File: src/xfer_pkg.sv
// constants, register map and timing for the line-to-drive transfer sequencer
// assumes a 200 MHz control clock; shared by the sequencer and its test bench
package xfer_pkg;
  // ************************************************
  // timing
  // ************************************************
  localparam int unsigned CLK_HZ     = 200_000_000;
  localparam int unsigned MS_CYCLES  = CLK_HZ / 1000;
  localparam int unsigned MATCH_MS   = 1000;
  localparam int unsigned GAP_MS     = 250;
  localparam int unsigned PLL_MS     = 5000;
  localparam int unsigned MATCH_CYC  = MS_CYCLES * MATCH_MS;
  localparam int unsigned GAP_CYC    = MS_CYCLES * GAP_MS;
  localparam int unsigned PLL_CYC    = MS_CYCLES * PLL_MS;
  localparam int unsigned TORQ_SHIFT = 2;
  // ************************************************
  // register map
  // ************************************************
  localparam logic [7:0]  ADR_CTRL     = 8'h00;
  localparam logic [7:0]  ADR_TIMEOUT  = 8'h04;
  localparam logic [7:0]  ADR_TMAX     = 8'h08;
  localparam logic [7:0]  ADR_STATUS   = 8'h0C;
  localparam int unsigned CTRL_SPIN    = 0;
  localparam int unsigned CTRL_CLR     = 1;
  localparam logic [15:0] TIMEOUT_RST  = 16'h2710;
  localparam logic [15:0] TMAX_RST     = 16'h1000;
  localparam logic [15:0] TORQ_STEP    = 16'h0001;
  // ************************************************
  // synchroniser bit positions
  // ************************************************
  localparam int unsigned S_REQ = 0;
  localparam int unsigned S_RUN = 1;
  localparam int unsigned S_LAK = 2;
  localparam int unsigned S_DAK = 3;
  localparam int unsigned S_FRS = 4;
  localparam int unsigned S_FLT = 5;
  localparam int unsigned S_INH = 6;
  localparam int unsigned S_PLL = 7;
  localparam int unsigned S_FM  = 8;
  localparam int unsigned N_SYNC = 9;
  // ************************************************
  // states
  // ************************************************
  typedef enum logic [2:0] {
    XS_INIT  = 3'h0,
    XS_LOCK  = 3'h1,
    XS_TORQ  = 3'h3,
    XS_OPENW = 3'h5,
    XS_DONE  = 3'h6
  } xfer_state_type;
  typedef enum logic [1:0] {
    DRV_IDLE = 2'h0,
    DRV_XFER = 2'h1,
    DRV_RUN  = 2'h3
  } drive_state_type;
endpackage

File: src/line_to_drive_transfer_sequencer.sv
// sequencer moving a line-fed motor onto the drive, with wishbone registers
// assumes contactor flags come from an external controller, drive status is
// synchronous except the single-bit flags, which are synchronised here
`timescale 1ns/10ps
`default_nettype none
module line_to_drive_transfer_sequencer
  import xfer_pkg::*;
#(
  parameter int unsigned TW        = 16,
  parameter int unsigned MS_CNT    = MS_CYCLES,
  parameter int unsigned MATCH_CNT = MATCH_CYC,
  parameter int unsigned GAP_CNT   = GAP_CYC,
  parameter int unsigned PLL_CNT   = PLL_CYC
) (
  // clock and reset
  input  wire logic          clk_i,
  input  wire logic          rst_i,
  // wishbone slave
  input  wire logic          cyc_i,
  input  wire logic          stb_i,
  input  wire logic          we_i,
  input  wire logic [7:0]    adr_i,
  input  wire logic [3:0]    sel_i,
  input  wire logic [31:0]   dat_i,
  output logic      [31:0]   dat_o,
  output logic               ack_o,
  // controller flags
  input  wire logic          line_to_drive_req_i,
  input  wire logic          run_req_i,
  input  wire logic          line_ack_i,
  input  wire logic          drive_ack_i,
  input  wire logic          fault_reset_i,
  // drive status
  input  wire logic          fault_i,
  input  wire logic          hard_inhibit_input_i,
  input  wire logic          pll_locked_i,
  input  wire logic          freq_match_i,
  input  wire logic [TW-1:0] out_volt_cap_i,
  input  wire logic [TW-1:0] line_volt_i,
  input  wire logic [TW-1:0] torque_cur_i,
  // handshake outputs
  output logic               line_to_drive_permit_o,
  output logic               line_contactor_release_o,
  output logic               line_to_drive_done_o,
  output logic               low_output_voltage_flag_o,
  // drive control outputs
  output logic               gate_enable_o,
  output logic [TW-1:0]      torque_cmd_o,
  output logic               follow_setpoint_o,
  output logic [2:0]         xfer_state_o,
  output logic               xfer_fail_warn_o,
  output logic               timeout_alarm_o
);
  // ************************************************
  // declarations
  // ************************************************
  logic [N_SYNC-1:0] meta_reg;
  logic [N_SYNC-1:0] sync_reg;
  xfer_state_type    xst_reg;
  drive_state_type   drv_reg;
  logic              permit_reg;
  logic              release_reg;
  logic              done_reg;
  logic              lowv_reg;
  logic              gate_reg;
  logic              follow_reg;
  logic              fault_lat_reg;
  logic              warn_reg;
  logic              alarm_reg;
  logic [TW-1:0]     tcmd_reg;
  logic [2:0]        hs_prev_reg;
  logic [31:0]       ms_cnt_reg;
  logic [15:0]       tout_ms_reg;
  logic              spin_en_reg;
  logic [15:0]       timeout_reg;
  logic [15:0]       tmax_reg;
  logic              ack_reg;
  logic [31:0]       dat_reg;
  logic              req_s, run_s, lak_s, dak_s, frs_s;
  logic              flt_s, inh_s, pll_s, fm_s;
  logic              gap_ok, pll_ok, match_ok;
  logic              ms_tick, tout_hit, start_ok, abort;
  logic              wb_req, wr_en, clr_req;
  logic [TW-1:0]     torq_thresh;

  // ************************************************
  // functions
  // ************************************************
  // byte-lane merge for the 16-bit writable registers
  function automatic logic [15:0] merge16(input logic [15:0] old_v,
                                          input logic [15:0] new_v,
                                          input logic [1:0]  lanes);
    logic [15:0] r;
    r = old_v;
    if (lanes[0]) begin
      r[7:0] = new_v[7:0];
    end
    if (lanes[1]) begin
      r[15:8] = new_v[15:8];
    end
    return r;
  endfunction

  // ************************************************
  // input synchronisers
  // ************************************************
  // two-stage flag sync
  always_ff @(posedge clk_i) begin
    if (rst_i) begin
      meta_reg <= '0;
      sync_reg <= '0;
    end else begin
      meta_reg <= {freq_match_i, pll_locked_i, hard_inhibit_input_i, fault_i,
                   fault_reset_i, drive_ack_i, line_ack_i, run_req_i,
                   line_to_drive_req_i};
      sync_reg <= meta_reg;
    end
  end

  assign req_s = sync_reg[S_REQ];
  assign run_s = sync_reg[S_RUN];
  assign lak_s = sync_reg[S_LAK];
  assign dak_s = sync_reg[S_DAK];
  assign frs_s = sync_reg[S_FRS];
  assign flt_s = sync_reg[S_FLT];
  assign inh_s = sync_reg[S_INH];
  assign pll_s = sync_reg[S_PLL];
  assign fm_s  = sync_reg[S_FM];

  // ************************************************
  // timers
  // ************************************************
  // spacing between handshake edges
  hold_timer #(.COUNT(GAP_CNT)) u_gap (
    .clk_i  (clk_i),
    .rst_i  (rst_i),
    .hold_i ({permit_reg, release_reg, done_reg} == hs_prev_reg),
    .done_o (gap_ok)
  );

  // pll settle after drive contactor closes
  hold_timer #(.COUNT(PLL_CNT)) u_pll (
    .clk_i  (clk_i),
    .rst_i  (rst_i),
    .hold_i (dak_s && drv_reg == DRV_XFER),
    .done_o (pll_ok)
  );

  // frequency match held while on line
  hold_timer #(.COUNT(MATCH_CNT)) u_match (
    .clk_i  (clk_i),
    .rst_i  (rst_i),
    .hold_i (fm_s && lak_s && xst_reg == XS_LOCK),
    .done_o (match_ok)
  );

  // previous handshake vector, so any edge restarts the spacing timer
  always_ff @(posedge clk_i) begin
    if (rst_i) begin
      hs_prev_reg <= 3'h0;
    end else begin
      hs_prev_reg <= {permit_reg, release_reg, done_reg};
    end
  end

  // millisecond tick; 32-bit count keeps long periods exact
  assign ms_tick = (ms_cnt_reg == MS_CNT - 1);
  always_ff @(posedge clk_i) begin
    if (rst_i || ms_tick) begin
      ms_cnt_reg <= 32'h0;
    end else begin
      ms_cnt_reg <= ms_cnt_reg + 32'h1;
    end
  end

  // transfer timeout in ms, zero disables
  always_ff @(posedge clk_i) begin
    if (rst_i || drv_reg != DRV_XFER || xst_reg == XS_DONE) begin
      tout_ms_reg <= 16'h0;
    end else if (ms_tick && tout_ms_reg != 16'hFFFF) begin
      tout_ms_reg <= tout_ms_reg + 16'h1;
    end
  end
  assign tout_hit = (drv_reg == DRV_XFER) && (xst_reg != XS_DONE)
                    && (timeout_reg != 16'h0) && (tout_ms_reg >= timeout_reg);

  // ************************************************
  // main sequencing
  // ************************************************
  assign torq_thresh = tmax_reg[TW-1:0] >> TORQ_SHIFT;
  // entry only from idle with spinning load on
  assign start_ok = spin_en_reg && req_s && run_s && lak_s && !warn_reg
                    && !fault_lat_reg && !flt_s && !inh_s;
  // run removal, fault, inhibit or transfer timeout abort at once
  assign abort = flt_s || inh_s || !run_s || tout_hit;

  always_ff @(posedge clk_i) begin
    if (rst_i) begin
      drv_reg     <= DRV_IDLE;
      xst_reg     <= XS_INIT;
      permit_reg  <= 1'b0;
      release_reg <= 1'b0;
      done_reg    <= 1'b0;
      lowv_reg    <= 1'b0;
      gate_reg    <= 1'b0;
      follow_reg  <= 1'b0;
    end else begin
      case (drv_reg)
        DRV_IDLE: begin
          if (start_ok) begin
            // refuse when output cannot reach line voltage
            if (out_volt_cap_i < line_volt_i) begin
              lowv_reg <= 1'b1;
            end else if (gap_ok) begin
              permit_reg <= 1'b1;
              lowv_reg   <= 1'b0;
              drv_reg    <= DRV_XFER;
              xst_reg    <= XS_INIT;
            end
          end else if (!req_s) begin
            lowv_reg <= 1'b0;
          end
        end
        DRV_XFER: begin
          if (abort) begin
            drv_reg     <= DRV_IDLE;
            xst_reg     <= XS_INIT;
            permit_reg  <= 1'b0;
            release_reg <= 1'b0;
            done_reg    <= 1'b0;
            gate_reg    <= 1'b0;
          end else begin
            case (xst_reg)
              XS_INIT: begin
                // lock once pll settles, gates on
                if (pll_ok && pll_s) begin
                  xst_reg  <= XS_LOCK;
                  gate_reg <= 1'b1;
                end
              end
              XS_LOCK: begin
                if (match_ok) begin
                  xst_reg <= XS_TORQ;
                end
              end
              XS_TORQ: begin
                // quarter torque, ask for line release
                if (torque_cur_i >= torq_thresh && gap_ok) begin
                  xst_reg     <= XS_OPENW;
                  release_reg <= 1'b1;
                end
              end
              XS_OPENW: begin
                if (!lak_s && gap_ok) begin
                  xst_reg  <= XS_DONE;
                  done_reg <= 1'b1;
                end
              end
              XS_DONE: begin
                if (!req_s && gap_ok) begin
                  permit_reg  <= 1'b0;
                  release_reg <= 1'b0;
                  done_reg    <= 1'b0;
                  follow_reg  <= 1'b1;
                  drv_reg     <= DRV_RUN;
                  xst_reg     <= XS_INIT;
                end
              end
              default: begin
                xst_reg <= XS_INIT;
              end
            endcase
          end
        end
        DRV_RUN: begin
          if (flt_s || inh_s || !run_s) begin
            drv_reg    <= DRV_IDLE;
            gate_reg   <= 1'b0;
            follow_reg <= 1'b0;
          end
        end
        default: begin
          drv_reg <= DRV_IDLE;
        end
      endcase
    end
  end

  // torque ramp toward the permissible maximum
  always_ff @(posedge clk_i) begin
    if (rst_i || !gate_reg) begin
      tcmd_reg <= '0;
    end else if (xst_reg == XS_TORQ && tcmd_reg < tmax_reg[TW-1:0]) begin
      tcmd_reg <= tcmd_reg + TORQ_STEP[TW-1:0];
    end
  end

  // fault latch held until fault reset
  always_ff @(posedge clk_i) begin
    if (rst_i) begin
      fault_lat_reg <= 1'b0;
    end else if (flt_s) begin
      fault_lat_reg <= 1'b1;
    end else if (frs_s) begin
      fault_lat_reg <= 1'b0;
    end
  end

  // sticky warning and alarm; set beats clear
  always_ff @(posedge clk_i) begin
    if (rst_i) begin
      warn_reg  <= 1'b0;
      alarm_reg <= 1'b0;
    end else if (tout_hit) begin
      warn_reg  <= 1'b1;
      alarm_reg <= 1'b1;
    end else if (clr_req) begin
      warn_reg  <= 1'b0;
      alarm_reg <= 1'b0;
    end
  end

  // ************************************************
  // wishbone slave
  // ************************************************
  // one wait state; the write lands on the edge the master sees ack
  assign wb_req  = cyc_i && stb_i;
  assign wr_en   = wb_req && we_i && ack_reg;
  assign clr_req = wr_en && adr_i == ADR_CTRL && sel_i[0] && dat_i[CTRL_CLR];

  always_ff @(posedge clk_i) begin
    if (rst_i) begin
      ack_reg <= 1'b0;
    end else begin
      ack_reg <= wb_req && !ack_reg;
    end
  end

  // writable registers, unmapped writes dropped
  always_ff @(posedge clk_i) begin
    if (rst_i) begin
      spin_en_reg <= 1'b0;
      timeout_reg <= TIMEOUT_RST;
      tmax_reg    <= TMAX_RST;
    end else if (wr_en) begin
      if (adr_i == ADR_CTRL) begin
        if (sel_i[0]) begin
          spin_en_reg <= dat_i[CTRL_SPIN];
        end
      end else if (adr_i == ADR_TIMEOUT) begin
        timeout_reg <= merge16(timeout_reg, dat_i[15:0], sel_i[1:0]);
      end else if (adr_i == ADR_TMAX) begin
        tmax_reg <= merge16(tmax_reg, dat_i[15:0], sel_i[1:0]);
      end
    end
  end

  // read data captured with the request; unmapped reads give zero
  always_ff @(posedge clk_i) begin
    if (rst_i) begin
      dat_reg <= 32'h0;
    end else if (wb_req && !ack_reg) begin
      if (adr_i == ADR_CTRL) begin
        dat_reg <= {31'h0, spin_en_reg};
      end else if (adr_i == ADR_TIMEOUT) begin
        dat_reg <= {16'h0, timeout_reg};
      end else if (adr_i == ADR_TMAX) begin
        dat_reg <= {16'h0, tmax_reg};
      end else if (adr_i == ADR_STATUS) begin
        dat_reg <= {20'h0, drv_reg, fault_lat_reg, alarm_reg, warn_reg,
                    lowv_reg, done_reg, release_reg, permit_reg, xst_reg};
      end else begin
        dat_reg <= 32'h0;
      end
    end
  end

  // ************************************************
  // outputs
  // ************************************************
  // state code driven straight out
  assign xfer_state_o              = xst_reg;
  assign dat_o                     = dat_reg;
  assign ack_o                     = ack_reg;
  assign line_to_drive_permit_o    = permit_reg;
  assign line_contactor_release_o  = release_reg;
  assign line_to_drive_done_o      = done_reg;
  assign low_output_voltage_flag_o = lowv_reg;
  assign gate_enable_o             = gate_reg;
  assign torque_cmd_o              = tcmd_reg;
  assign follow_setpoint_o         = follow_reg;
  assign xfer_fail_warn_o          = warn_reg;
  assign timeout_alarm_o           = alarm_reg;
endmodule
`default_nettype wire

File: src/hold_timer.sv
// counter that reports when a condition has held for a set number of cycles
// assumes the condition is already synchronous to clk_i
`timescale 1ns/10ps
`default_nettype none
module hold_timer #(
  parameter int unsigned COUNT = 1
) (
  // clock and reset
  input  wire logic clk_i,
  input  wire logic rst_i,
  // condition and result
  input  wire logic hold_i,
  output logic      done_o
);
  logic [31:0] cnt_reg;

  // restart whenever the condition drops; saturate at the target
  always_ff @(posedge clk_i) begin
    if (rst_i || !hold_i) begin
      cnt_reg <= 32'h0;
    end else if (cnt_reg < COUNT) begin
      cnt_reg <= cnt_reg + 32'h1;
    end
  end

  assign done_o = hold_i && (cnt_reg == COUNT);
endmodule
`default_nettype wire

File: config.mk
export PLATFORM = sky130hd
export DESIGN_NAME = line_to_drive_transfer_sequencer
export DESIGN_NICKNAME = d
export VERILOG_FILES = /design/src/xfer_pkg.sv /design/src/line_to_drive_transfer_sequencer.sv /design/src/hold_timer.sv
export SDC_FILE = /design/constraint.sdc
export NUM_CORES = 1
export LEC_CHECK = 0
export BUFFER_PORTS_ARGS = -buffer_cell sky130_fd_sc_hd__buf_4
export CAP_MARGIN = 20
export CORE_MARGIN = 8
export CORE_UTILIZATION = 58
export CTS_CLUSTER_SIZE = 14
export DETAILED_ROUTE_END_ITERATION = 12
export HOLD_SLACK_MARGIN = 0.05
export PLACE_DENSITY_LB_ADDON = 0.15
export SLEW_MARGIN = 20
export SYNTH_ARGS = -nofsm -noshare
export SYNTH_HDL_FRONTEND = slang
export SYNTH_SLANG_ARGS = --single-unit
File: constraint.sdc
create_clock -name clk_i -period 3.9 [get_ports clk_i]
set_input_delay 0 -clock clk_i [delete_from_list [all_inputs] [get_ports clk_i]]
set_output_delay 0 -clock clk_i [all_outputs]
set_load 0.01 [all_outputs]
-- Yosys cells after proc, flatten, opt, wreduce, memory -nomap -nowiden
Index checks and enable logic that the tools add are counted.
- bits in registers: 260
- bits in latches: 0
- bits in writable memories: 0
- memory bits (read-only): 0
- bits of input ports: 106
- logic and storage cells: 206
- memories kept: 0
- $add $sub $neg: 6
- multiply operators: 0
- divide/modulo/power cells: 0
- magnitude comparators: 7
- equality and inequality tests: 38
- shift operators: 0
- mux-type cells: 53
- bitwise gates (word level): 2
- reductions and logical operators: 74
- operator list (kind ; count):
    adder 32 x 1 -> 32 bit, second input constant ; 4
    2-to-1 mux 16 bit ; 3
    adder 16 x 1 -> 16 bit, second input constant ; 2
    == test 32 x 18 -> 1 bit, second input constant ; 1
    == test 32 x 26 -> 1 bit, second input constant ; 1
    == test 32 x 28 -> 1 bit, second input constant ; 1
    == test 32 x 30 -> 1 bit, second input constant ; 1
    less-than comparator 16 bit ; 2
    less-than comparator 32 x 26 -> 1 bit, second input constant ; 1
    less-than comparator 32 x 28 -> 1 bit, second input constant ; 1
    less-than comparator 32 x 30 -> 1 bit, second input constant ; 1
    logical AND 1 bit ; 29
    2-to-1 mux 3 bit ; 9
    2-to-1 mux 1 bit ; 25
    AND reduction 4 bit ; 5
    == test 8 x 4 -> 1 bit, second input constant ; 2
    greater-or-equal comparator 16 x 14 -> 1 bit ; 1
    greater-or-equal comparator 16 bit ; 1
    inequality test 16 bit, second input constant ; 1
    inequality test 4 bit, second input constant ; 4
    nonzero test 16 bit ; 1
    inequality test 3 x 2 -> 1 bit, second input constant ; 5
    case mux 3 bit (5 select lines) ; 1
    AND reduction 5 bit ; 3
    27 further kinds ; 75

-- Longest topological paths before layout
Gate-level depths: netlist of run 1.
- depth in word-level cells: 9
- depth in mapped cells: 11

-- Hierarchy
From an unflattened synthesis of run 1, not the netlist that was laid out.
- cells, all modules: 1585
- area total of the unflattened synthesis: 13302.8 sq um
- by module, submodules not included (module ; instances ; cells an instance ; area each (sq um)):
    line_to_drive_transfer_sequencer ; 1 ; 967 ; 8105.3
    hold_timer at u_pll ; 1 ; 227 ; 1884.3
    hold_timer at u_gap ; 1 ; 191 ; 1661.6
    hold_timer at u_match ; 1 ; 200 ; 1651.6

-- Worst setup path before layout of run 1
Ideal clock, no wire load.
- kind: reg2reg
- start point: register tout_ms_reg[0]
- end point: register xst_reg[1], in the netlist xfer_state_o[1]
- library setup time: 0.074 ns
- arrival: 2.618 ns
- required time: 3.826 ns
- path slack: 1.208 ns
- stages on the path, launching flop included: 10
- buffers on the path: 0
- clock period less this slack: 2.692 ns
- cell sequence: dfxtp_1 > inv_1 > ha_1 > nand2b_1 > a2111oi_0 > o21ai_1 > a2111oi_2 > o211ai_1 > or4b_1 > a31oi_1
- cells in the longest elaborated chain, start to end: 5
- ends and longest elaborated chain (item ; RTL line ; text):
    start, declared ; line_to_drive_transfer_sequencer.sv:73 ; logic [15:0] tout_ms_reg;
    start signal, assigned ; line_to_drive_transfer_sequencer.sv:181 ; tout_ms_reg <= tout_ms_reg + 16'h1;
    greater-or-equal comparator 16 bit (*) ; line_to_drive_transfer_sequencer.sv:185 ; && (timeout_reg != 16'h0) && (tout_ms_reg >= timeout_reg);
    logical AND 1 bit (*) ; line_to_drive_transfer_sequencer.sv:185 ;
    logical OR 1 bit (*) ; line_to_drive_transfer_sequencer.sv:195 ; assign abort = flt_s || inh_s || !run_s || tout_hit;
    inequality test 4 bit (no source line) (tied with other cells) ; -- ;
    AND reduction 9 bit (no source line) / case mux 3 bit (2 select lines) (equally long branches) ; -- ;
    end signal, assigned ; line_to_drive_transfer_sequencer.sv:200 ; xst_reg <= XS_INIT;
    end signal, assigned ; line_to_drive_transfer_sequencer.sv:218 ; xst_reg <= XS_INIT;
    end signal, assigned ; line_to_drive_transfer_sequencer.sv:227 ; xst_reg <= XS_INIT;
    end, declared ; line_to_drive_transfer_sequencer.sv:59 ; xfer_state_type xst_reg;
Every way passes the cells marked *; elsewhere a longest branch is shown, timed or not.
A chain may end at the register's enable or synchronous reset.

-- Final worst setup path of run 1
Same ends and word-level chain as after synthesis.

==> Implementation_results.wiki, run 1 <==
{| class="wikitable"
! Metric !! Value
|-
| Clock tree skew after final layout || 12.8 ps
|-
| Yosys reg bits || 244
|-
| Main combinational cell family by area after synthesis || simple AND/OR/NAND/NOR gates
|-
| Fin area || 15100 sq um
|-
| Critical path, cell by cell || inv_1 > ha_1 > nand2b_1 > a2111oi_0 > o21ai_1 > a2111oi_2 > o211ai_1 > or4b_1 > a31oi_1
|-
| Total Power || 5.40 mW
|-
| Antenna Nets Post-Route || 0
|-
| CTS H-tree depth || 1
|-
| Synthesized area divided by synthesized cell count || about 8.4 sq um
|-
| Hold Worst Slack || 118 ps
|-
| Top post-synthesis cells by area || sky130_fd_sc_hd__dfxtp_1, sky130_fd_sc_hd__ha_1, sky130_fd_sc_hd__nor2_1
|-
| Wirelength, routed || 32.3 mm
|-
| Number of antenna violations at the first check in global routing || 2
|-
| Global routing usage summed across all routing layers || 0.241
|-
| Total count of hold-check failures in the final report || 0
|-
| Top-level I/O count || 166
|-
| Number of cells on the critical path || 9
|-
| Area of the placeable core || 21600 sq um
|-
| Number of setup buffers added after CTS || 0
|-
| Crit path arrival time || 3650 ps
|-
| Placement Rows || 54
|-
| Met1 usage || 0.314
|-
| Family with the most delay on the worst path || compound AO/OA/AOI/OAI gates
|-
| Utilization after layout || 0.697
|-
| Initial Util || 0.584
|-
| First-pass GRT wire length || 54.0 mm
|-
| Met2 Usage GRT || 0.406
|-
| Compound-gate portion of the synthesized area || 0.113
|-
| Top-area cell type share of the netlist area || 0.387
|-
| Sum Neg Setup Slack || 0 ps
|-
| Fraction of synthesized area in multiplexers || 0.0287
|-
| Leading register cell type out of synthesis || sky130_fd_sc_hd__dfxtp_1
|-
| Die area || ~27000 sq um
|-
| Leak Pwr || 5.68 nW
|-
| P&R area growth vs syn || 19.2%
|-
| Number of cells on the worst hold path || 5
|-
| Unrepaired setup endpoints after global routing || no
|-
| Worst slew margin relative to its limit || 0.363
|-
| Total power divided by cell area || 359 nW/um^2
|-
| Required time of the critical path || 4350 ps
|-
| Number of buffer and inverter stages on the critical path || 1
|-
| TritonCTS clock tree || yes
|-
| Hold Path Class || in2reg
|-
| Xor and xnor fraction of the mapped netlist area || 0.0714
|-
| Post-synthesis instance total || 1510
|-
| Latest clock arrival within the worst-skew pair || 530 ps
|-
| Worst-Margin Slew || 952 ps
|-
| Clock Tree Root || sky130_fd_sc_hd__clkbuf_16
|-
| Final critical-path share of the clock period || 0.821
|-
| Most used routing layer in global routing || met2
|-
| Total half-perimeter wirelength after legalization and detailed placement || 23.1 mm
|-
| Number of max-cap violations || 0
|-
| Vias in the first global route || 10900
|-
| Critical-path maximum fanout || 6
|-
| Type of element capturing the critical path || flip-flop
|-
| Die Y || roughly 160 um
|-
| Post-synthesis adder-cell area fraction || 0.0683
|-
| Worst R2R Path Depth || 9
|-
| Share of synthesized area occupied by flip-flops and latches || 0.387
|-
| TritonCTS buffer count || 26
|-
| Initial DRC Count || 630
|-
| Routed wire per std cell || between 15 and 20 um
|-
| Clk pin slew, worst setup/hold paths || 60 ps
|-
| Max Slew Vio Count || 0
|-
| Fin crit period || ~3200 ps
|-
| Outcome || finished clean
|-
| Pin count of the biggest net entering global routing || 59
|-
| Grt total ovfl || 0
|-
| Vias after detailed routing || between 10000 and 15000
|-
| Crit path largest cell delay || 650 ps
|-
| Biggest area consumer among synthesized cells || sky130_fd_sc_hd__dfxtp_1
|-
| Cell Area, Synth || 12600 sq um
|-
| Number of distinct library cell variants in the gate-level netlist after synthesis || 74
|-
| Buffer depth of the longest clock path || 3
|-
| Routability Congestion || 0.905
|-
| # hold bufs at CTS || 38
|-
| Highest attainable clock frequency || 312 MHz
|-
| Width of the die || 164 um
|-
| Number of enable-type register cells in the synthesized netlist || 0
|-
| Port-buffer cells || 131
|-
| CP max-delay cell || sky130_fd_sc_hd__a2111oi_2
|-
| DRC Markers || 0
|-
| Instance area after placement || 13700 sq um
|-
| Area fraction in and, or, nand and nor cells after synthesis || 0.278
|-
| Final-stage net count || 1832
|-
| Launching element type of the critical path || flip-flop
|-
| Finish-stage setup viols || 0
|-
| Worst IR drop on VDD || 334 uV
|-
| Proportion of layout cells with a drive suffix above 1 || 0.122
|-
| Met3 Track Usage GR || 0.0381
|-
| Detailed-routing iteration count for the pre-antenna-repair pass || 8
|-
| TritonCTS sink count || 244
|-
| Kind of critical path || reg2reg
|-
| Count of warnings emitted by yosys || 0
|-
| Routed vias/inst || 5.74
|-
| Async set or reset register ratio after synthesis || 0
|-
| Number of gates resized after CTS || 0
|}
metrics by stage:
| stage | cells | setup slack [ps] |
|---|---|---|
| finish | 1956 | 700 |
| global route | 1956 | 316 |
| CTS | 1955 | 719 |
| detailed placement | 1871 | 762 |
| global placement | 1871 | 801 |
| floorplan | 1525 | 1210 |
worst register-to-register path, cell delays in order (launching register included):
cell and delay [ps]:
sky130_fd_sc_hd__dfxtp_1 380, sky130_fd_sc_hd__inv_1 60, sky130_fd_sc_hd__ha_1 280, sky130_fd_sc_hd__nand2b_1 140, sky130_fd_sc_hd__a2111oi_0 400, sky130_fd_sc_hd__o21ai_1 140
sky130_fd_sc_hd__a2111oi_2 650, sky130_fd_sc_hd__o211ai_1 360, sky130_fd_sc_hd__or4b_1 550, sky130_fd_sc_hd__a31oi_1 160
cells by family (layout without fill, tap and decap cells):
family | count (synthesis) | in the layout
buffers and inverters | 162 | 312
AO/OA/AOI/OAI | 216 | 216
other | 1 | 17
multiplexers | 35 | 35
adder cells (fa/ha/maj) | 69 | 69
XOR/XNOR | 103 | 103
flip-flops | 244 | 244
AND/OR/NAND/NOR | 680 | 680
report_power, final:
part	internal (mW)	switching (mW)
combinational	0.127	0.124
sequential	2.51	0.0113
clock	1.63	0.999
synth_stat cells, types with 10 or more instances:
cell type,n
sky130_fd_sc_hd__a21o_1,11
sky130_fd_sc_hd__a21oi_1,65
sky130_fd_sc_hd__a31oi_1,10
sky130_fd_sc_hd__and3_1,31
sky130_fd_sc_hd__and4_1,12
sky130_fd_sc_hd__buf_4,17
sky130_fd_sc_hd__clkbuf_1,48
sky130_fd_sc_hd__dfxtp_1,244
sky130_fd_sc_hd__ha_1,69
sky130_fd_sc_hd__inv_1,89
sky130_fd_sc_hd__mux2i_1,34
sky130_fd_sc_hd__nand2_1,103
sky130_fd_sc_hd__nand2b_1,27
sky130_fd_sc_hd__nand3_1,72
sky130_fd_sc_hd__nand4_1,36
sky130_fd_sc_hd__nor2_1,225
sky130_fd_sc_hd__nor2b_1,28
sky130_fd_sc_hd__nor3_1,26
sky130_fd_sc_hd__nor4_1,34
sky130_fd_sc_hd__o21a_1,10
sky130_fd_sc_hd__o21ai_0,41
sky130_fd_sc_hd__or3_1,15
sky130_fd_sc_hd__or4_1,17
sky130_fd_sc_hd__xnor2_1,48
sky130_fd_sc_hd__xor2_1,55
layout by cell type, fill, tap and decap left out, types with 9 or more instances in the layout:
master                            n
sky130_fd_sc_hd__nor2_1         224
sky130_fd_sc_hd__xor2_1          55
sky130_fd_sc_hd__clkbuf_16       27
sky130_fd_sc_hd__xnor2_1         48
sky130_fd_sc_hd__dfxtp_1        244
sky130_fd_sc_hd__o21a_1          10
sky130_fd_sc_hd__and4_1          12
sky130_fd_sc_hd__nor3_1          26
sky130_fd_sc_hd__nand2b_1        26
sky130_fd_sc_hd__o311ai_0         9
sky130_fd_sc_hd__mux2i_1         34
sky130_fd_sc_hd__inv_1           89
sky130_fd_sc_hd__a21oi_1         65
sky130_fd_sc_hd__nand4_1         36
sky130_fd_sc_hd__ha_1            69
sky130_fd_sc_hd__a21o_1          11
sky130_fd_sc_hd__o21ai_0         41
sky130_fd_sc_hd__dlygate4sd3_1   38
sky130_fd_sc_hd__nor2b_1         28
sky130_fd_sc_hd__nor4_1          34
sky130_fd_sc_hd__conb_1          16
sky130_fd_sc_hd__nand3_1         72
sky130_fd_sc_hd__or4_1           17
sky130_fd_sc_hd__and3_1          31
sky130_fd_sc_hd__a211o_1          9
sky130_fd_sc_hd__buf_4          139
sky130_fd_sc_hd__a31oi_1         10
sky130_fd_sc_hd__or3_1           15
sky130_fd_sc_hd__o31ai_1          9
sky130_fd_sc_hd__nand2_1        103
path summary, 6_finish.rpt:
path	slack, ps	to	start
max reg2reg	700	xfer_state_o[1]$_SDFFE_PP0P_	tout_ms_reg[0]$_SDFFE_PP0P_
max	700	xfer_state_o[1]$_SDFFE_PP0P_	tout_ms_reg[0]$_SDFFE_PP0P_
min reg2reg	430	u_gap.cnt_reg[30]$_SDFFE_PP0N_	u_gap.cnt_reg[30]$_SDFFE_PP0N_
min	120	timeout_reg[9]$_SDFFE_PP1P_	sel_i[1]
final cells by class:
cell class / instances / area (sq um)
clock buffers: 35 / 766
repair buffers: 177 / 1420
fillers: 1773 / 6560
multi-input cells: 1119 / 7140
flip-flops and latches: 244 / 4880
inverters: 89 / 334
clock inverters: 11 / 160
well taps: 280 / 350
diodes: 1 / 2.50
routing by layer:
metal | wire length (um) | part of all wire
met5 | 0 | 0
met4 | 699 | 0.022
met3 | 2250 | 0.070
met2 | 15400 | 0.48
met1 | 14000 | 0.43
(Power assumes the default switching activity.)
==> run 2: changes to the inputs <==
Settings changed: CORE_UTILIZATION 58 to 53.
Clock period 3.9 ns to 2.7 ns, I/O delays scaled along.
==> Implementation_results.wiki, run 2 (synthesis gave the netlist of run 1 again) <==
{| class="wikitable"
! Metric !! Value
|-
| Outcome || finished clean
|-
| CTS H-tree depth || 1 (unchanged)
|-
| N_diodes || 0 (-1)
|-
| Vias after detailed routing || 11500 (+2.0%)
|-
| Final-stage net count || 1891 (+3.2%)
|-
| Worst IR drop on VDD || 526 uV (+57%)
|-
| P&R area growth vs syn || 24.4%
|-
| Area of the placeable core || 23500 sq um (+8.6%)
|-
| Leak Pwr || 6.05 nW (+6.6%)
|-
| Top-level I/O count || 166 (unchanged)
|-
| Type of element capturing the critical path || flip-flop
|-
| Capture instance of the worst register-to-register path || xfer_state_o[1]$_SDFFE_PP0P_
|-
| Hold Path Class || in2reg
|-
| Total power divided by cell area || 521 nW/um^2 (+45%)
|-
| Kind of critical path || reg2reg
|-
| Crit path arrival time || 3070 ps (-580 ps)
|-
| DRC Markers || 0 (unchanged)
|-
| Vias in the first global route || 11100 (+1.2%)
|-
| Total count of hold-check failures in the final report || 0 (unchanged)
|-
| Hold Startpoint || sel_i[1]
|-
| Fin crit period || 2610 ps (-594 ps)
|-
| Worst-Margin Slew || 696 ps (-256 ps)
|-
| Number of antenna violations at the first check in global routing || 0 (-2)
|-
| Clock tree skew after final layout || 10.7 ps (-2.14 ps)
|-
| Max Slew Vio Count || 0 (unchanged)
|-
| Width of the die || 170 um (+4.2%)
|-
| Number of max-cap violations || 0 (unchanged)
|-
| Routed vias/inst || 5.58 (-2.9%)
|-
| Latest clock arrival within the worst-skew pair || 530 ps (about the same)
|-
| Fin area || 15700 sq um (+4.4%)
|-
| # placed instances || 1956 (+4.5%)
|-
| Initial Util || 0.538 (-0.0461)
|-
| Most frequent cells in the layout || sky130_fd_sc_hd__dfxtp_1, sky130_fd_sc_hd__nor2_1, sky130_fd_sc_hd__buf_4
|-
| Total Power || 8.19 mW (+52%)
|-
| Proportion of layout cells with a drive suffix above 1 || 0.153 (+0.0303)
|-
| Detailed-routing iteration count for the pre-antenna-repair pass || 5 (-3)
|-
| Required time of the critical path || 3160 ps (-1190 ps)
|-
| Most common library cell in the layout ignoring fill and taps || sky130_fd_sc_hd__dfxtp_1
|-
| Worst R2R Path Depth || 10 (+1)
|-
| TritonCTS sink count || 244 (unchanged)
|-
| First-pass GRT wire length || 54.9 mm (+1.8%)
|-
| Pin count of the biggest net entering global routing || 54 (-8.5%)
|-
| Number of cells on the worst hold path || 6 (+1)
|-
| Source of the worst register-to-register timing path || timeout_reg[5]$_SDFFE_PP0P_
|-
| Hold Worst Slack || 105 ps (-12.8 ps)
|-
| Routability Congestion || 0.908 (+0.35%)
|-
| Routed wire per std cell || 16.3 um (-1.2%)
|-
| Register-to-register setup slack || 90 ps (-610 ps)
|-
| Post-route non-filler standard cell count || 2055 (+5.1%)
|-
| Initial DRC Count || 782 (+24%)
|-
| Die Y || 170 um (+4.2%)
|-
| Die area || 29000 sq um (+8.5%)
|-
| Antenna Nets Post-Route || 0 (unchanged)
|-
| TritonCTS buffer count || 27 (+3.8%)
|-
| Grt total ovfl || 0 (unchanged)
|-
| Hold Path End || tmax_reg[10]$_SDFFE_PP0P_
|-
| Clock Tree Root || sky130_fd_sc_hd__clkbuf_16
|-
| Placement Rows || 56 (+3.7%)
|-
| Instance area after placement || 14200 sq um (+2.9%)
|-
| Highest attainable clock frequency || 384 MHz (+23%)
|-
| Finish-stage setup viols || 0 (unchanged)
|-
| Worst slew margin relative to its limit || 0.536 (+0.173)
|-
| Buffer depth of the longest clock path || 3 (unchanged)
|-
| Critical-path maximum fanout || 4 (-2)
|-
| Final critical-path share of the clock period || 0.965 (+0.145)
|-
| Global routing usage summed across all routing layers || 0.228 (-0.0126)
|-
| Launching element type of the critical path || flip-flop
|-
| TritonCTS clock tree || yes
|-
| Unrepaired setup endpoints after global routing || yes
|-
| Port-buffer cells || 131 (unchanged)
|-
| Clk pin slew, worst setup/hold paths || 60 ps (about the same)
|-
| Wirelength, routed || 33.6 mm (+3.8%)
|-
| Total half-perimeter wirelength after legalization and detailed placement || 24.2 mm (+4.8%)
|}
## run 2: cell types whose count changed in the layout (fill, tap and decap cells not counted), sizes merged
cell	before	now
dlygate4sd3	38	47
diode	1	0
buf	139	188
clkinvlp	2	1
clkbuf	35	34
bufinv	4	7
inv	89	91
## run 2: layer usage
metal / GRT usage / wire length [um] / vias to the layer above
met5: 0 / 0 / -
met4: 0.0690 / 1000 / 0
met2: 0.394 / 15900 / 367
met1: 0.289 / 14300 / 5306
met3: 0.0357 / 2310 / 77
li1: - / - / 5708
## run 2: cell type report
class	instances	area (sq um)
Inverter	89	334
Tap cell	319	399
Fill cell	1925	7750
Clock buffer	34	752
Multi-Input combinational cell	1119	7190
Timing Repair Buffer	235	1890
Sequential cell	244	4890
Clock inverter	15	268
## run 2: critical path, cell delays in order, from the launching register on
cell and delay, ps:
sky130_fd_sc_hd__dfxtp_2 350, sky130_fd_sc_hd__inv_1 50, sky130_fd_sc_hd__ha_1 260, sky130_fd_sc_hd__or3_1 320, sky130_fd_sc_hd__a21oi_1 140, sky130_fd_sc_hd__nor3_1 80, sky130_fd_sc_hd__a2111oi_2 360, sky130_fd_sc_hd__buf_4 200
sky130_fd_sc_hd__o211ai_1 120, sky130_fd_sc_hd__or4b_1 540, sky130_fd_sc_hd__a31oi_1 130
## run 2: how the worst max path moves through the flow
| stage | startpoint | endpoint | slack (ps) |
|---|---|---|---|
| after floorplan | tout_ms_reg[0]$_SDFFE_PP0P_ | xfer_state_o[1]$_SDFFE_PP0P_ | 8 |
| after global placement | tout_ms_reg[0]$_SDFFE_PP0P_ | xfer_state_o[1]$_SDFFE_PP0P_ | -30 |
| after detailed placement | tout_ms_reg[0]$_SDFFE_PP0P_ | xfer_state_o[1]$_SDFFE_PP0P_ | -30 |
| after CTS | tout_ms_reg[0]$_SDFFE_PP0P_ | xfer_state_o[1]$_SDFFE_PP0P_ | 20 |
| after global routing | tout_ms_reg[0]$_SDFFE_PP0P_ | xfer_state_o[1]$_SDFFE_PP0P_ | -50 |
| final | timeout_reg[5]$_SDFFE_PP0P_ | xfer_state_o[1]$_SDFFE_PP0P_ | 90 |
## run 2: repair_timing
action                     in CTS  in global routing
hold buffers                   47                  0
setup endpoints to repair       2                 14
pin swaps                       2                  9
gates resized for setup         3                 10
buffers inserted                2                  1
hold endpoints to repair       75                  0
## run 2: metrics by stage
stage / TNS, ps / worst slack, ps / util
finish: 0 / 93.6 / 0.670
global route: -54.2 / -54.2 / 0.670
CTS: 0 / 18.4 / 0.668
detailed placement: -32.4 / -32.4 / 0.603
global placement: -29.9 / -29.9 / 0.603
floorplan: 0 / 7.88 / -
## run 2: power by group
group | switching [mW] | internal (mW) | leakage (nW)
clock | 1.52 | 2.64 | 0.499
sequential | 0.0169 | 3.63 | 1.97
combinational | 0.184 | 0.197 | 3.58
==> run 3: changes to the inputs <==
Settings changed: CELL_PAD_IN_SITES_DETAIL_PLACEMENT set to 1, CELL_PAD_IN_SITES_GLOBAL_PLACEMENT set to 1, CORE_UTILIZATION 53 to 39.
==> Implementation_results.wiki, run 3 (synthesis gave the netlist of run 1 again) <==
{| class="wikitable"
! Metric !! Value
|-
| Outcome || finished clean
|-
| Latest clock arrival within the worst-skew pair || 550 ps (+20 ps)
|-
| Least setup slack across all paths after layout || 53.8 ps (-39.8 ps)
|-
| TritonCTS buffer count || 28 (+3.7%)
|-
| Post-route non-filler standard cell count || 2152 (+4.7%)
|-
| Most frequent cells in the layout || sky130_fd_sc_hd__dfxtp_1, sky130_fd_sc_hd__nor2_1, sky130_fd_sc_hd__buf_4
|-
| Die Y || 196 um (+15%)
|-
| Routability Congestion || 0.828 (-8.8%)
|-
| Number of buffer and inverter stages on the critical path || 2 (unchanged)
|-
| Total half-perimeter wirelength after legalization and detailed placement || 29.0 mm (+20%)
|-
| Crit path largest cell delay || 550 ps (about the same)
|-
| Grt total ovfl || 0 (unchanged)
|-
| Highest attainable clock frequency || 378 MHz (-1.5%)
|-
| Die area || 38400 sq um (+32%)
|-
| Wirelength, routed || 39.5 mm (+18%)
|-
| Met2 wirelength from detailed routing || 19.4 mm (+22%)
|-
| Initial DRC Count || 497 (-36%)
|-
| Type of element capturing the critical path || flip-flop
|-
| Total power divided by cell area || 513 nW/um^2 (-1.4%)
|-
| Worst slew margin relative to its limit || 0.502 (-0.0336)
|-
| Worst IR drop on VDD || 542 uV (+3.1%)
|-
| Top layer in use || met4
|-
| Clock Tree Root || sky130_fd_sc_hd__clkbuf_16
|-
| Finish-stage setup viols || 0 (unchanged)
|-
| Global routing usage summed across all routing layers || 0.203 (-0.0249)
|-
| Met3 routed WL || 1.57 mm (-32%)
|-
| P&R area growth vs syn || 25.9%
|-
| Launching element type of the critical path || flip-flop
|-
| Final critical-path share of the clock period || 0.980 (+0.0148)
|-
| Required time of the critical path || 3170 ps (about the same)
|-
| Source of the worst register-to-register timing path || tout_ms_reg[0]$_SDFFE_PP0P_
|-
| Hold Startpoint || sel_i[1]
|-
| Sum Neg Setup Slack || 0 ps (unchanged)
|-
| Max Slew Vio Count || 0 (unchanged)
|-
| Crit path from || tout_ms_reg[0]$_SDFFE_PP0P_
|-
| Crit path arrival time || 3120 ps (+50 ps)
|-
| Vias in the first global route || 12200 (+10%)
|-
| CTS H-tree depth || 1 (unchanged)
|-
| Number of antenna violations at the first check in global routing || 1 (+1)
|-
| Capture instance of the worst register-to-register path || xfer_state_o[1]$_SDFFE_PP0P_
|-
| Antenna Nets Post-Route || 0 (unchanged)
|-
| DRC Markers || 0 (unchanged)
|-
| Worst R2R Path Depth || 10 (unchanged)
|-
| First-pass GRT wire length || 64.7 mm (+18%)
|-
| Post-Place Worst Slack || -179 ps (-146 ps)
|-
| Register Area || 4890 sq um (+0.10%)
|-
| Critical-path maximum fanout || 4 (unchanged)
|-
| Port-buffer cells || 131 (unchanged)
|-
| Proportion of layout cells with a drive suffix above 1 || 0.161 (+0.00809)
|-
| Utilization after layout || 0.494 (-0.176)
|-
| # placed instances || 2052 (+4.9%)
|-
| Most common library cell in the layout ignoring fill and taps || sky130_fd_sc_hd__dfxtp_1
|-
| Number of max-cap violations || 0 (unchanged)
|-
| Total Power || 8.16 mW (-0.28%)
|-
| Routed wire per std cell || 18.4 um (+12%)
|-
| Top-level I/O count || 166 (unchanged)
|-
| Hold Path Class || in2reg
|-
| Placement Rows || 66 (+18%)
|-
| Fill count || 3791 (+97%)
|-
| Clock tree skew after final layout || 10.9 ps (+0.209 ps)
|-
| TritonCTS sink count || 244 (unchanged)
|-
| TritonCTS clock tree || yes
|-
| Detailed-routing iteration count for the pre-antenna-repair pass || 4 (-1)
|-
| Area of the placeable core || 32200 sq um (+37%)
|-
| Unrepaired setup endpoints after global routing || yes
|-
| Final-stage net count || 1896 (+0.26%)
|-
| Number of cells on the worst hold path || 5 (-1)
|-
| Register-to-register setup slack || 50 ps (-40 ps)
|-
| Fin crit period || 2650 ps (+39.8 ps)
|-
| Total routed wire length on the met1 layer || 17.6 mm (+23%)
|-
| Clk pin slew, worst setup/hold paths || 60 ps (about the same)
|-
| Critical path, cell by cell || inv_2 > ha_4 > nand2b_4 > a2111oi_4 > o21ai_1 > a2111oi_2 > buf_4 > o211ai_1 > or4b_1 > a31oi_1
|-
| Vias after detailed routing || 11600 (+1.6%)
|-
| Buffer depth of the longest clock path || 3 (unchanged)
|-
| Routed vias/inst || 5.41 (-2.9%)
|-
| Total count of hold-check failures in the final report || 0 (unchanged)
|-
| Kind of critical path || reg2reg
|-
| Family with the most delay on the worst path || compound AO/OA/AOI/OAI gates
|-
| Worst-Margin Slew || 746 ps (+49.6 ps)
|-
| Initial Util || 0.392 (-0.146)
|-
| CP max-delay cell || sky130_fd_sc_hd__or4b_1
|-
| Leak Pwr || 6.08 nW (+0.44%)
|-
| Pin count of the biggest net entering global routing || 52 (-3.7%)
|-
| Hold Path End || timeout_reg[9]$_SDFFE_PP1P_
|-
| Combined area of the multi-input logic cells || 7230 sq um (+0.61%)
|-
| Width of the die || 196 um (+15%)
|}
[run 3: metal layers]
layer	GRT usage	vias to the layer above
li1	-	5718
met1	0.256	5684
met2	0.354	182
met5	0	-
met3	0.0355	62
met4	0.0542	0
[run 3: power breakdown]
| part | switching [mW] | internal, mW |
|---|---|---|
| combinational | 0.190 | 0.196 |
| sequential | 0.0190 | 3.63 |
| clock | 1.56 | 2.58 |
| total | 1.76 | 6.40 |
[run 3: metrics by stage]
| step | hold WS [ps] | cell area [sq um] |
|---|---|---|
| floorplan | 118 | 12700 |
| global placement | 217 | 14300 |
| detailed placement | 224 | 14300 |
| CTS | 60.2 | 15800 |
| global route | 113 | 15900 |
| finish | 88.4 | 15900 |
[run 3: cell type report]
| type | instances | share of cell area |
|---|---|---|
| multi-input combinational | 1119 | 0.455 |
| tap | 408 | 0.0321 |
| sequential | 244 | 0.308 |
| clock buffer | 39 | 0.0511 |
| inverter | 89 | 0.0210 |
| clock inverter | 12 | 0.0126 |
| antenna | 2 | 0.000315 |
| timing repair buffer | 239 | 0.121 |
[run 3: worst min-delay path, delay by kind of cell]
family                 cells  cell delay (ps)
AOI/OAI and AO/OA          1              140
and+or+nand+nor            2              160
buffers and inverters      2              300
[run 3: what timing repair did]
item,CTS,global route
gates resized for setup,3,20
setup buffers,1,2
setup endpoints to repair,6,10
endpoints found under the hold margin,74,0
pin swaps,3,7
hold buffers,44,0
[run 3: how the worst max path moves through the flow]
stage | end | cells past startpoint
2_1_floorplan | xfer_state_o[1]$_SDFFE_PP0P_ | 9
3_3_place_gp | xfer_state_o[1]$_SDFFE_PP0P_ | 10
3_5_place_dp | xfer_state_o[1]$_SDFFE_PP0P_ | 10
4_1_cts | xfer_state_o[1]$_SDFFE_PP0P_ | 10
5_1_grt | xfer_state_o[1]$_SDFFE_PP0P_ | 10
6_report | xfer_state_o[1]$_SDFFE_PP0P_ | 10
